[config.mk]
export PLATFORM = sky130hd
export DESIGN_NAME = lfrtc_top
export DESIGN_NICKNAME = d
export VERILOG_FILES = /design/src/rtl/lfrtc_top.v
export VERILOG_INCLUDE_DIRS = /design/src /design/src/inc
export SDC_FILE = /design/constraint.sdc
export NUM_CORES = 1
export LEC_CHECK = 0
export BUFFER_PORTS_ARGS = -buffer_cell sky130_fd_sc_hd__buf_2
export CAP_MARGIN = 10
export CORE_AREA = 8 8 163 165
export CTS_CLUSTER_DIAMETER = 150
export DETAILED_ROUTE_END_ITERATION = 10
export DIE_AREA = 0 0 171 173
export GPL_ROUTABILITY_DRIVEN = 0
export PLACE_DENSITY = 0.72
export SETUP_SLACK_MARGIN = 0.3
export SYNTH_ARGS = -nofsm -noshare
export SYNTH_HDL_FRONTEND = slang
export SYNTH_SLANG_ARGS = --single-unit
[constraint.sdc]
create_clock -name i_mclk -period 6.17 [get_ports i_mclk]
set_input_delay 0.617 -clock i_mclk [delete_from_list [all_inputs] [get_ports i_mclk]]
set_output_delay 0.617 -clock i_mclk [all_outputs]
set_load 0.05 [all_outputs]
[src/inc/lfrtc_defs.vh]
// constants for the low-frequency real-time counter
`ifndef LFRTC_DEFS_VH
`define LFRTC_DEFS_VH
// register byte offsets (low 12 bits of the address)
`define LFRTC_TASK_START 12'h000
`define LFRTC_TASK_STOP 12'h004
`define LFRTC_TASK_CLEAR 12'h008
`define LFRTC_TASK_NEAR_WRAP 12'h00C
`define LFRTC_EVT_TICK 12'h100
`define LFRTC_EVT_WRAP 12'h104
`define LFRTC_EVT_MATCH0 12'h140
`define LFRTC_ROUTE_EN 12'h340
`define LFRTC_ROUTE_SET 12'h344
`define LFRTC_ROUTE_CLR 12'h348
`define LFRTC_COUNT 12'h504
`define LFRTC_RATE_DIV 12'h508
`define LFRTC_MATCH_VAL0 12'h540
// widths and counts
`define LFRTC_CNT_W 24
`define LFRTC_DIV_W 12
`define LFRTC_NUM_MATCH 4
`define LFRTC_NUM_EVT 6
// event indices: tick, wrap, then matches
`define LFRTC_EV_TICK 0
`define LFRTC_EV_WRAP 1
`define LFRTC_EV_MATCH 2
// route enable field positions in the register
`define LFRTC_RT_TICK_BIT 0
`define LFRTC_RT_WRAP_BIT 1
`define LFRTC_RT_MATCH_BIT 16
// values
`define LFRTC_NEAR_WRAP_VAL 24'hFFFFF0
`define LFRTC_ALL_ONES 24'hFFFFFF
`define LFRTC_DIV_RESET 12'h000
`define LFRTC_ROUTE_RESET 6'h00
// wait cycles inserted on a counter read
`define LFRTC_READ_STALL 2'h3
`endif

[src/rtl/lfrtc_top.v]
// low-frequency real-time counter with an ahb-lite register slave
//
// Chosen here: the register addresses and the AHB-Lite slave port.
`timescale 1ns/1ps
`include "lfrtc_defs.vh"

// Summary of operation
// 24-bit up-counter on the slow clock with tick, match, wrap events
// counter runs from the slow clock alone, no fast clock request needed; here the counter is clocked by i_mclk sampling the slow clock
// advance when divider is zero, then divider reloads the rate setting
// rate divider setting is 12 bits, divisor one to 4096
// rate setting writable only while stopped; writes ignored when running
// start, clear, near-wrap reload the divider from the rate setting
// tick event on every advance, individually routable
// near-wrap task loads the counter with 0xFFFFF0
// wrap event when counter rolls from all ones to zero
// wrap and tick routing disabled after reset
// each event has its own route enable; disabled events request no clock
// four match registers, each driving its own match event
// clear with a zero match value gives no match event
// start while counter equals match value gives no match event
// match when counter steps from value minus one to value
// match value two above count always fires when reached
// match value equal or one above count may not fire
// old match value one or two ahead may fire; further ahead never
// processor sees a fast-domain copy captured on read
// clear, stop, near-wrap act after one slow falling then rising edge
// start runs the counter on from its held value
// a slow falling edge must follow start before the first advance
// counter read holds ready low three cycles, five cycles in all
// clear zeroes the counter; stop halts and keeps the value
module lfrtc_top
(
   input wire i_mclk,
   input wire i_rst,
   input wire i_low_freq_clock,
   input wire i_hsel,
   input wire [31:0] i_haddr,
   input wire [1:0] i_htrans,
   input wire i_hwrite,
   input wire [2:0] i_hsize,
   input wire [31:0] i_hwdata,
   input wire i_hready,
   output reg [31:0] o_hrdata,
   output reg o_hreadyout,
   output reg o_hresp,
   output reg [5:0] o_event,
   output reg o_clk_request,
   output reg o_running
);

   // the slow clock is sampled as plain data on the fast clock, so all
   // counter state lives in one domain and nothing else has to cross
   // between clocks beyond the input synchroniser
   // hazard: every slow edge is seen about three fast cycles late; this
   // only adds to the task and increment jitter software already allows
   // tasks that wait for a slow edge are queued in pending flags, so a
   // burst of task writes inside one slow period is merged into one wait
   // the read copy of the count is taken on the fast clock at the address
   // edge; the counter itself never changes between slow edges, so the
   // copy is always a settled value and the stall only keeps the bus
   // timing fixed for software

   // slow clock synchroniser and edge history
   reg lf_s1_reg;
   reg lf_s2_reg;
   reg lf_s3_reg;
   // counter core
   reg run_reg;
   reg armed_reg;
   reg [23:0] cnt_reg;
   reg [11:0] div_reg;
   reg [11:0] rate_reg;
   reg [5:0] route_reg;
   wire [5:0] evt_reg;
   reg pend_clear_reg;
   reg pend_stop_reg;
   reg pend_wrap_reg;
   reg fall_seen_reg;
   reg [23:0] match_reg [0:3];
   // bus data phase
   reg dp_wr_reg;
   reg [11:0] dp_addr_reg;
   reg [1:0] stall_reg;

   wire lf_rise;
   wire lf_fall;
   wire task_now;
   wire advance;
   wire [23:0] cnt_inc;
   wire [5:0] ev_now;
   wire a_sel;
   wire wr_start;
   wire wr_stop;
   wire wr_clear;
   wire wr_wrap;
   wire any_pend;
   reg [31:0] rd_mux;

   // edges of the synchronised slow clock
   // only the second and third stages are read, never the first, so a
   // metastable first stage cannot make a false edge
   assign lf_rise = lf_s2_reg & ~lf_s3_reg;
   assign lf_fall = ~lf_s2_reg & lf_s3_reg;
   assign any_pend = pend_clear_reg | pend_stop_reg | pend_wrap_reg;
   // fall then rise
   assign task_now = lf_rise & fall_seen_reg & any_pend;
   // advance on zero
   assign advance = run_reg & armed_reg & lf_rise & ~task_now &
      (div_reg == `LFRTC_DIV_RESET);
   assign cnt_inc = cnt_reg + 24'h000001;
   // tick on advance
   assign ev_now[`LFRTC_EV_TICK] = advance;
   // roll from all ones
   assign ev_now[`LFRTC_EV_WRAP] = advance & (cnt_reg == `LFRTC_ALL_ONES);

   // data-phase write strobes for the task registers
   assign wr_start = dp_wr_reg & (dp_addr_reg == `LFRTC_TASK_START) &
      i_hwdata[0];
   assign wr_stop = dp_wr_reg & (dp_addr_reg == `LFRTC_TASK_STOP) &
      i_hwdata[0];
   assign wr_clear = dp_wr_reg & (dp_addr_reg == `LFRTC_TASK_CLEAR) &
      i_hwdata[0];
   assign wr_wrap = dp_wr_reg & (dp_addr_reg == `LFRTC_TASK_NEAR_WRAP) &
      i_hwdata[0];
   assign a_sel = i_hsel & i_htrans[1] & i_hready;

   // match registers and their events, one per entry
   genvar gi;
   generate
      for (gi = 0; gi < `LFRTC_NUM_MATCH; gi = gi + 1)
      begin : g_match
         // match only on a real step onto the value
         // a new value is compared from the next advance on
         // a value equal to the count waits for a full wrap
         // an old value is replaced at once, never fires later
         // loads from clear or near-wrap never advance, so never match
         assign ev_now[`LFRTC_EV_MATCH + gi] = advance &
            (cnt_inc == match_reg[gi]);
         // software-written match value
         always @(posedge i_mclk or posedge i_rst)
         begin
            if (i_rst)
               match_reg[gi] <= 24'h000000;
            else if (dp_wr_reg &&
               dp_addr_reg == `LFRTC_MATCH_VAL0 + 12'h004 * gi)
               match_reg[gi] <= i_hwdata[23:0];
         end
      end
   endgenerate

   // sticky event flags, one per event; a new event wins over a write
   genvar fi;
   generate
      for (fi = 0; fi < `LFRTC_NUM_EVT; fi = fi + 1)
      begin : g_flag
         // tick and wrap flags first, then the match flags from their base
         localparam [11:0] FLAG_ADDR = (fi < `LFRTC_EV_MATCH) ?
            `LFRTC_EVT_TICK + 4 * fi :
            `LFRTC_EVT_MATCH0 + 4 * (fi - `LFRTC_EV_MATCH);
         reg flag_reg;
         assign evt_reg[fi] = flag_reg;
         // flags set whether routed or not; software writes bit 0
         always @(posedge i_mclk or posedge i_rst)
         begin
            if (i_rst)
               flag_reg <= 1'b0;
            else if (ev_now[fi])
               flag_reg <= 1'b1;
            else if (dp_wr_reg && dp_addr_reg == FLAG_ADDR)
               flag_reg <= i_hwdata[0];
         end
      end
   endgenerate

   // two-flop synchroniser plus one stage for edge detection
   always @(posedge i_mclk or posedge i_rst)
   begin
      if (i_rst)
      begin
         lf_s1_reg <= 1'b0;
         lf_s2_reg <= 1'b0;
         lf_s3_reg <= 1'b0;
      end
      else
      begin
         lf_s1_reg <= i_low_freq_clock;
         lf_s2_reg <= lf_s1_reg;
         lf_s3_reg <= lf_s2_reg;
      end
   end

   // counter, divider and task sequencing
   // counting runs on i_mclk sampling the slow clock, no clock request
   // a pending task on the same slow rising edge as an advance wins and
   // suppresses that advance, so a load is never followed by a step
   always @(posedge i_mclk or posedge i_rst)
   begin
      if (i_rst)
      begin
         run_reg <= 1'b0;
         armed_reg <= 1'b0;
         cnt_reg <= 24'h000000;
         div_reg <= `LFRTC_DIV_RESET;
         rate_reg <= `LFRTC_DIV_RESET;
         // routing off at reset
         route_reg <= `LFRTC_ROUTE_RESET;
         pend_clear_reg <= 1'b0;
         pend_stop_reg <= 1'b0;
         pend_wrap_reg <= 1'b0;
         fall_seen_reg <= 1'b0;
      end
      else
      begin
         // twelve-bit rate setting
         // upper write data bits are dropped on purpose
         // rate setting locked while running
         if (dp_wr_reg && dp_addr_reg == `LFRTC_RATE_DIV && !run_reg)
            rate_reg <= i_hwdata[11:0];
         // route enable register and its set and clear aliases
         if (dp_wr_reg && dp_addr_reg == `LFRTC_ROUTE_EN)
            route_reg <= {i_hwdata[19:16], i_hwdata[1:0]};
         else if (dp_wr_reg && dp_addr_reg == `LFRTC_ROUTE_SET)
            route_reg <= route_reg | {i_hwdata[19:16], i_hwdata[1:0]};
         else if (dp_wr_reg && dp_addr_reg == `LFRTC_ROUTE_CLR)
            route_reg <= route_reg & ~{i_hwdata[19:16], i_hwdata[1:0]};
         // a falling edge arms the first advance
         if (lf_fall)
            armed_reg <= 1'b1;
         // start alone never advances, so it never matches
         // start runs on from the held value
         if (wr_start)
         begin
            run_reg <= 1'b1;
            armed_reg <= 1'b0;
            // divider restart on start
            div_reg <= rate_reg;
         end
         else if (advance)
            // reload on zero
            div_reg <= rate_reg;
         else if (run_reg && armed_reg && lf_rise && !task_now)
            div_reg <= div_reg - 12'h001;
         // count up
         if (advance)
            cnt_reg <= cnt_inc;
         // tasks wait for a falling edge
         if (wr_clear || wr_stop || wr_wrap)
         begin
            if (!any_pend)
               fall_seen_reg <= 1'b0;
            pend_clear_reg <= pend_clear_reg | wr_clear;
            pend_stop_reg <= pend_stop_reg | wr_stop;
            pend_wrap_reg <= pend_wrap_reg | wr_wrap;
         end
         else if (task_now)
         begin
            pend_clear_reg <= 1'b0;
            pend_stop_reg <= 1'b0;
            pend_wrap_reg <= 1'b0;
            fall_seen_reg <= 1'b0;
            // stop keeps the value
            if (pend_stop_reg)
               run_reg <= 1'b0;
            // load near wrap
            if (pend_wrap_reg)
               cnt_reg <= `LFRTC_NEAR_WRAP_VAL;
            // clear zeroes; no match on a load
            if (pend_clear_reg)
               cnt_reg <= 24'h000000;
            // divider restart on clear and near wrap
            if (pend_clear_reg || pend_wrap_reg)
               div_reg <= rate_reg;
         end
         else if (lf_fall && any_pend)
            fall_seen_reg <= 1'b1;
      end
   end

   // routed event pulses and clock request
   always @(posedge i_mclk or posedge i_rst)
   begin
      if (i_rst)
      begin
         o_event <= 6'h00;
         o_clk_request <= 1'b0;
         o_running <= 1'b0;
      end
      else
      begin
         o_event <= ev_now & route_reg;
         o_clk_request <= |(ev_now & route_reg);
         o_running <= run_reg;
      end
   end

   // read multiplexer on the address-phase address
   always @*
   begin
      rd_mux = 32'h00000000;
      case (i_haddr[11:0])
         `LFRTC_EVT_TICK: rd_mux = {31'h00000000, evt_reg[0]};
         `LFRTC_EVT_WRAP: rd_mux = {31'h00000000, evt_reg[1]};
         `LFRTC_EVT_MATCH0: rd_mux = {31'h00000000, evt_reg[2]};
         `LFRTC_EVT_MATCH0 + 12'h004:
            rd_mux = {31'h00000000, evt_reg[3]};
         `LFRTC_EVT_MATCH0 + 12'h008:
            rd_mux = {31'h00000000, evt_reg[4]};
         `LFRTC_EVT_MATCH0 + 12'h00C:
            rd_mux = {31'h00000000, evt_reg[5]};
         `LFRTC_ROUTE_EN, `LFRTC_ROUTE_SET, `LFRTC_ROUTE_CLR:
            rd_mux = {12'h000, route_reg[5:2], 14'h0000, route_reg[1:0]};
         // fast-domain copy of the count
         `LFRTC_COUNT: rd_mux = {8'h00, cnt_reg};
         `LFRTC_RATE_DIV: rd_mux = {20'h00000, rate_reg};
         `LFRTC_MATCH_VAL0: rd_mux = {8'h00, match_reg[0]};
         `LFRTC_MATCH_VAL0 + 12'h004: rd_mux = {8'h00, match_reg[1]};
         `LFRTC_MATCH_VAL0 + 12'h008: rd_mux = {8'h00, match_reg[2]};
         `LFRTC_MATCH_VAL0 + 12'h00C: rd_mux = {8'h00, match_reg[3]};
         default: rd_mux = 32'h00000000;
      endcase
   end

   // ahb-lite slave: address capture, read data, counter-read stall
   // read data is loaded at the address edge and held until the next
   // read, so a read straight after a write to the same place sees the
   // old value; the stall count runs down and raises ready on its last
   // step, giving exactly three low cycles
   always @(posedge i_mclk or posedge i_rst)
   begin
      if (i_rst)
      begin
         dp_wr_reg <= 1'b0;
         dp_addr_reg <= 12'h000;
         stall_reg <= 2'h0;
         o_hrdata <= 32'h00000000;
         o_hreadyout <= 1'b1;
         o_hresp <= 1'b0;
      end
      else
      begin
         o_hresp <= 1'b0;
         if (stall_reg != 2'h0)
         begin
            stall_reg <= stall_reg - 2'h1;
            if (stall_reg == 2'h1)
               o_hreadyout <= 1'b1;
            dp_wr_reg <= 1'b0;
         end
         else if (a_sel)
         begin
            dp_wr_reg <= i_hwrite;
            dp_addr_reg <= i_haddr[11:0];
            if (!i_hwrite)
               o_hrdata <= rd_mux;
            // three wait cycles on a counter read
            if (!i_hwrite && i_haddr[11:0] == `LFRTC_COUNT)
            begin
               stall_reg <= `LFRTC_READ_STALL;
               o_hreadyout <= 1'b0;
            end
         end
         else
            dp_wr_reg <= 1'b0;
      end
   end

endmodule

==> impl_results.md <==
* Status: finished clean
* Seq pwr share at 34.7%
* Startpoint types: register
* Final global-route overflow total at 0
* Gr usage total at 23.7%
* Max reg flops at 96
* Slew @ Worst Pin at 1150 ps
* EDFF count, synth at 0
* Seq/Total Area, Yosys at 43.3%
* HP Class: input pin to async pin
* DR vias/cell at 6.29
* CTS root buf: clkbuf_16
* Power Dens Cells at 358 nW/µm²
* First-pass DRT Iterations at 6
* Htree depth at 1
* Area after DPL at 12,900 µm²
* N_diodes at 0
* Max Slew Vio Count at 0
* Mean Syn Cell Area at 10.4 µm²
* Final worst path period share at 72.2%
* Clock skew at 20.3 ps
* Most common cell in the netlist: dfrtp_1
* Worst Slack Setup Final at 1710 ps
* Switching Share at 36.1%
* Pre-CTS setup slack at 1860 ps
* P_int at 3150 µW
* Yosys warning total at 0
* Flop-to-flop setup slack at 1710 ps
* Crit path kind: register to register
* Combinational power share at 34.6%
* Worst r2r src: cnt_reg[4]
* Register bit total from synthesis at 213
* Cell row count at 57
* Cells after synthesis at 1,181
* First-pass GRT wire length at 55.7 mm
* Cell Area, Synth at 12,300 µm²
* Post-synthesis async set-or-reset flop share at 100%
* Area leader, netlist: dfrtp_1
* Final setup viols at 0
* Fmax at 224 MHz
* Synth unique cells at 77
* Resized Gates After CTS at 0
* Critical Path RT at 6600 ps
* Leakage at 0.00579 µW
* Core area at 24,000 µm²
* R2r endpoint: o_clk_request
* DRT iter0 DRCs at 1,025
* Clock power frac at 30.7%
* Max-slew headroom at 23.4%
* Starting Density at 51.4%
* Hold Fails Final Rpt at 0
* DIE HEIGHT at 173 µm
* Total die area at 29,600 µm²
* Max-cap viol count at 0
* IO Pins at 117
* Clk sinks at 213
* Top FF cell, synth: dfrtp_1
* CP arrival at 4890 ps
* HPWL after DPL at 24.6 mm
* DR vias at 9,827
* Post-CTS Repair Setup Buffers at 0
* Final Net Count at 1,301
* Clock transition at path regs at 70 ps
* CTS Hold Bufs at 0
* RSZ-0062 raised after global routing: no
* Initial antenna violation count at 0
* Finished Cell Area at 13,800 µm²
* P_sw at 1780 µW
* Die X at 171 µm
* TritonCTS clock tree: yes
* Vias in the first global route at 9,773
* Area Overhead vs Synth at 11.8%
* IO buf count at 75
* Post-layout min period at 4460 ps
* Number of remaining DRC errors at 0
* Clock buffer depth at 3
* ANT nets after route at 0
* Total CTS buffers at 23
* Worst skew pair latency at 530 ps
* Most frequent cells after synthesis: 212 x dfrtp_1, 119 x mux2_2, 104 x nand2_1
* Crit path max fanout at 22
* Worst setup EP type: register
* WL per Instance at 22.5 µm
* FF-to-FF path depth at 8
* Maximum number of pins on one net before global-route repair at 124
* Top post-synthesis cells by area: dfrtp_1 43%, mux2_2 11%, xnor2_1 5.2%
* Worst vdd ir at 176 µV
* FILL cells at 2,084
* Share of the synthesized area in the top cell type at 43.1%
* Post-Route WL at 35.2 mm
* Layout cell share with drive strength beyond 1 at 23.3%
* Setup TNS at 0 ps
routing by layer:
layer	vias to the layer above	track usage (%)	wire length (µm)
met3	87	4.19	2780
met2	418	39.2	16900
li1	4410	-	-
met4	0	9.24	1330
met1	4912	30.3	14200
met5	-	0	0
area by class of cell:
cell class | instances | area [µm²] | area share (%)
Sequential cell | 213 | 5330 | 38.7
Inverter | 23 | 90.1 | 0.655
Clock inverter | 10 | 166 | 1.21
Multi-Input combinational cell | 866 | 6570 | 47.7
Clock buffer | 32 | 669 | 4.86
Timing Repair Buffer | 94 | 531 | 3.85
Tap cell | 324 | 405 | 2.95
worst max-delay path by stage:
stage                          start             to  slack, ps  depth (start not counted)
after floorplan           cnt_reg[1]  o_clk_request       2590                         10
after global placement    cnt_reg[0]  o_clk_request       1920                         10
after detailed placement  cnt_reg[4]  o_clk_request       1860                          8
after CTS                 cnt_reg[4]  o_clk_request       1840                          8
after global routing      cnt_reg[0]  o_clk_request       1620                         10
final                     cnt_reg[4]  o_clk_request       1710                          8
cell usage in the layout, fill, tap and decap left out, drive strengths merged, types with 32 or more instances in the layout:
master / n
dfrtp: 212
mux2: 119
nand2: 104
buf: 94
o21ai: 83
xnor2: 73
a21oi: 46
xor2: 44
nand3: 44
nor2: 43
clkbuf: 32
worst max-delay path, cell delays in order, from the launching register on:
cell and delay [ps]:
dfrtp_1 890, nand2_1 480, nor4_4 510, xnor2_1 230
a221o_1 340, or4_1 570, or4_1 600, or4_1 610
o2111ai_1 120
power by group through the flow:
stage	Clock, µW	Sequential, µW	Combinational [µW]
2_1_floorplan	0	1650	1320
3_3_place_gp	0	1720	1640
3_5_place_dp	0	1730	1660
4_1_cts	1540	1710	1670
5_1_grt	1590	1730	1840
6_report	1510	1710	1700
stage by stage:
stage / total power (µW) / utilization [%] / std cells / hold WS [ps]
floorplan: 2960 / - / 1189 / 331
global placement: 3360 / 53.9 / 1520 / 341
detailed placement: 3390 / 53.9 / 1520 / 342
CTS: 4920 / 57.4 / 1562 / 165
global route: 5160 / 57.4 / 1562 / 198
finish: 4930 / 57.4 / 1562 / 162
cell families (layout without fill, tap and decap cells):
| family | count (synthesis) | count (layout) | share of synthesized area, % |
|---|---|---|---|
| compound gates | 218 | 218 | 11.5 |
| xor+xnor | 125 | 125 | 9.79 |
| fa+ha+maj | 7 | 7 | 0.671 |
| buf+inv | 110 | 159 | 3.80 |
| flops | 213 | 213 | 43.3 |
| mux | 156 | 156 | 15.4 |
| other cells | 1 | 9 | 0.0305 |
| simple gates | 351 | 351 | 15.5 |
No activity file was read; power rests on OpenSTA's default activity.
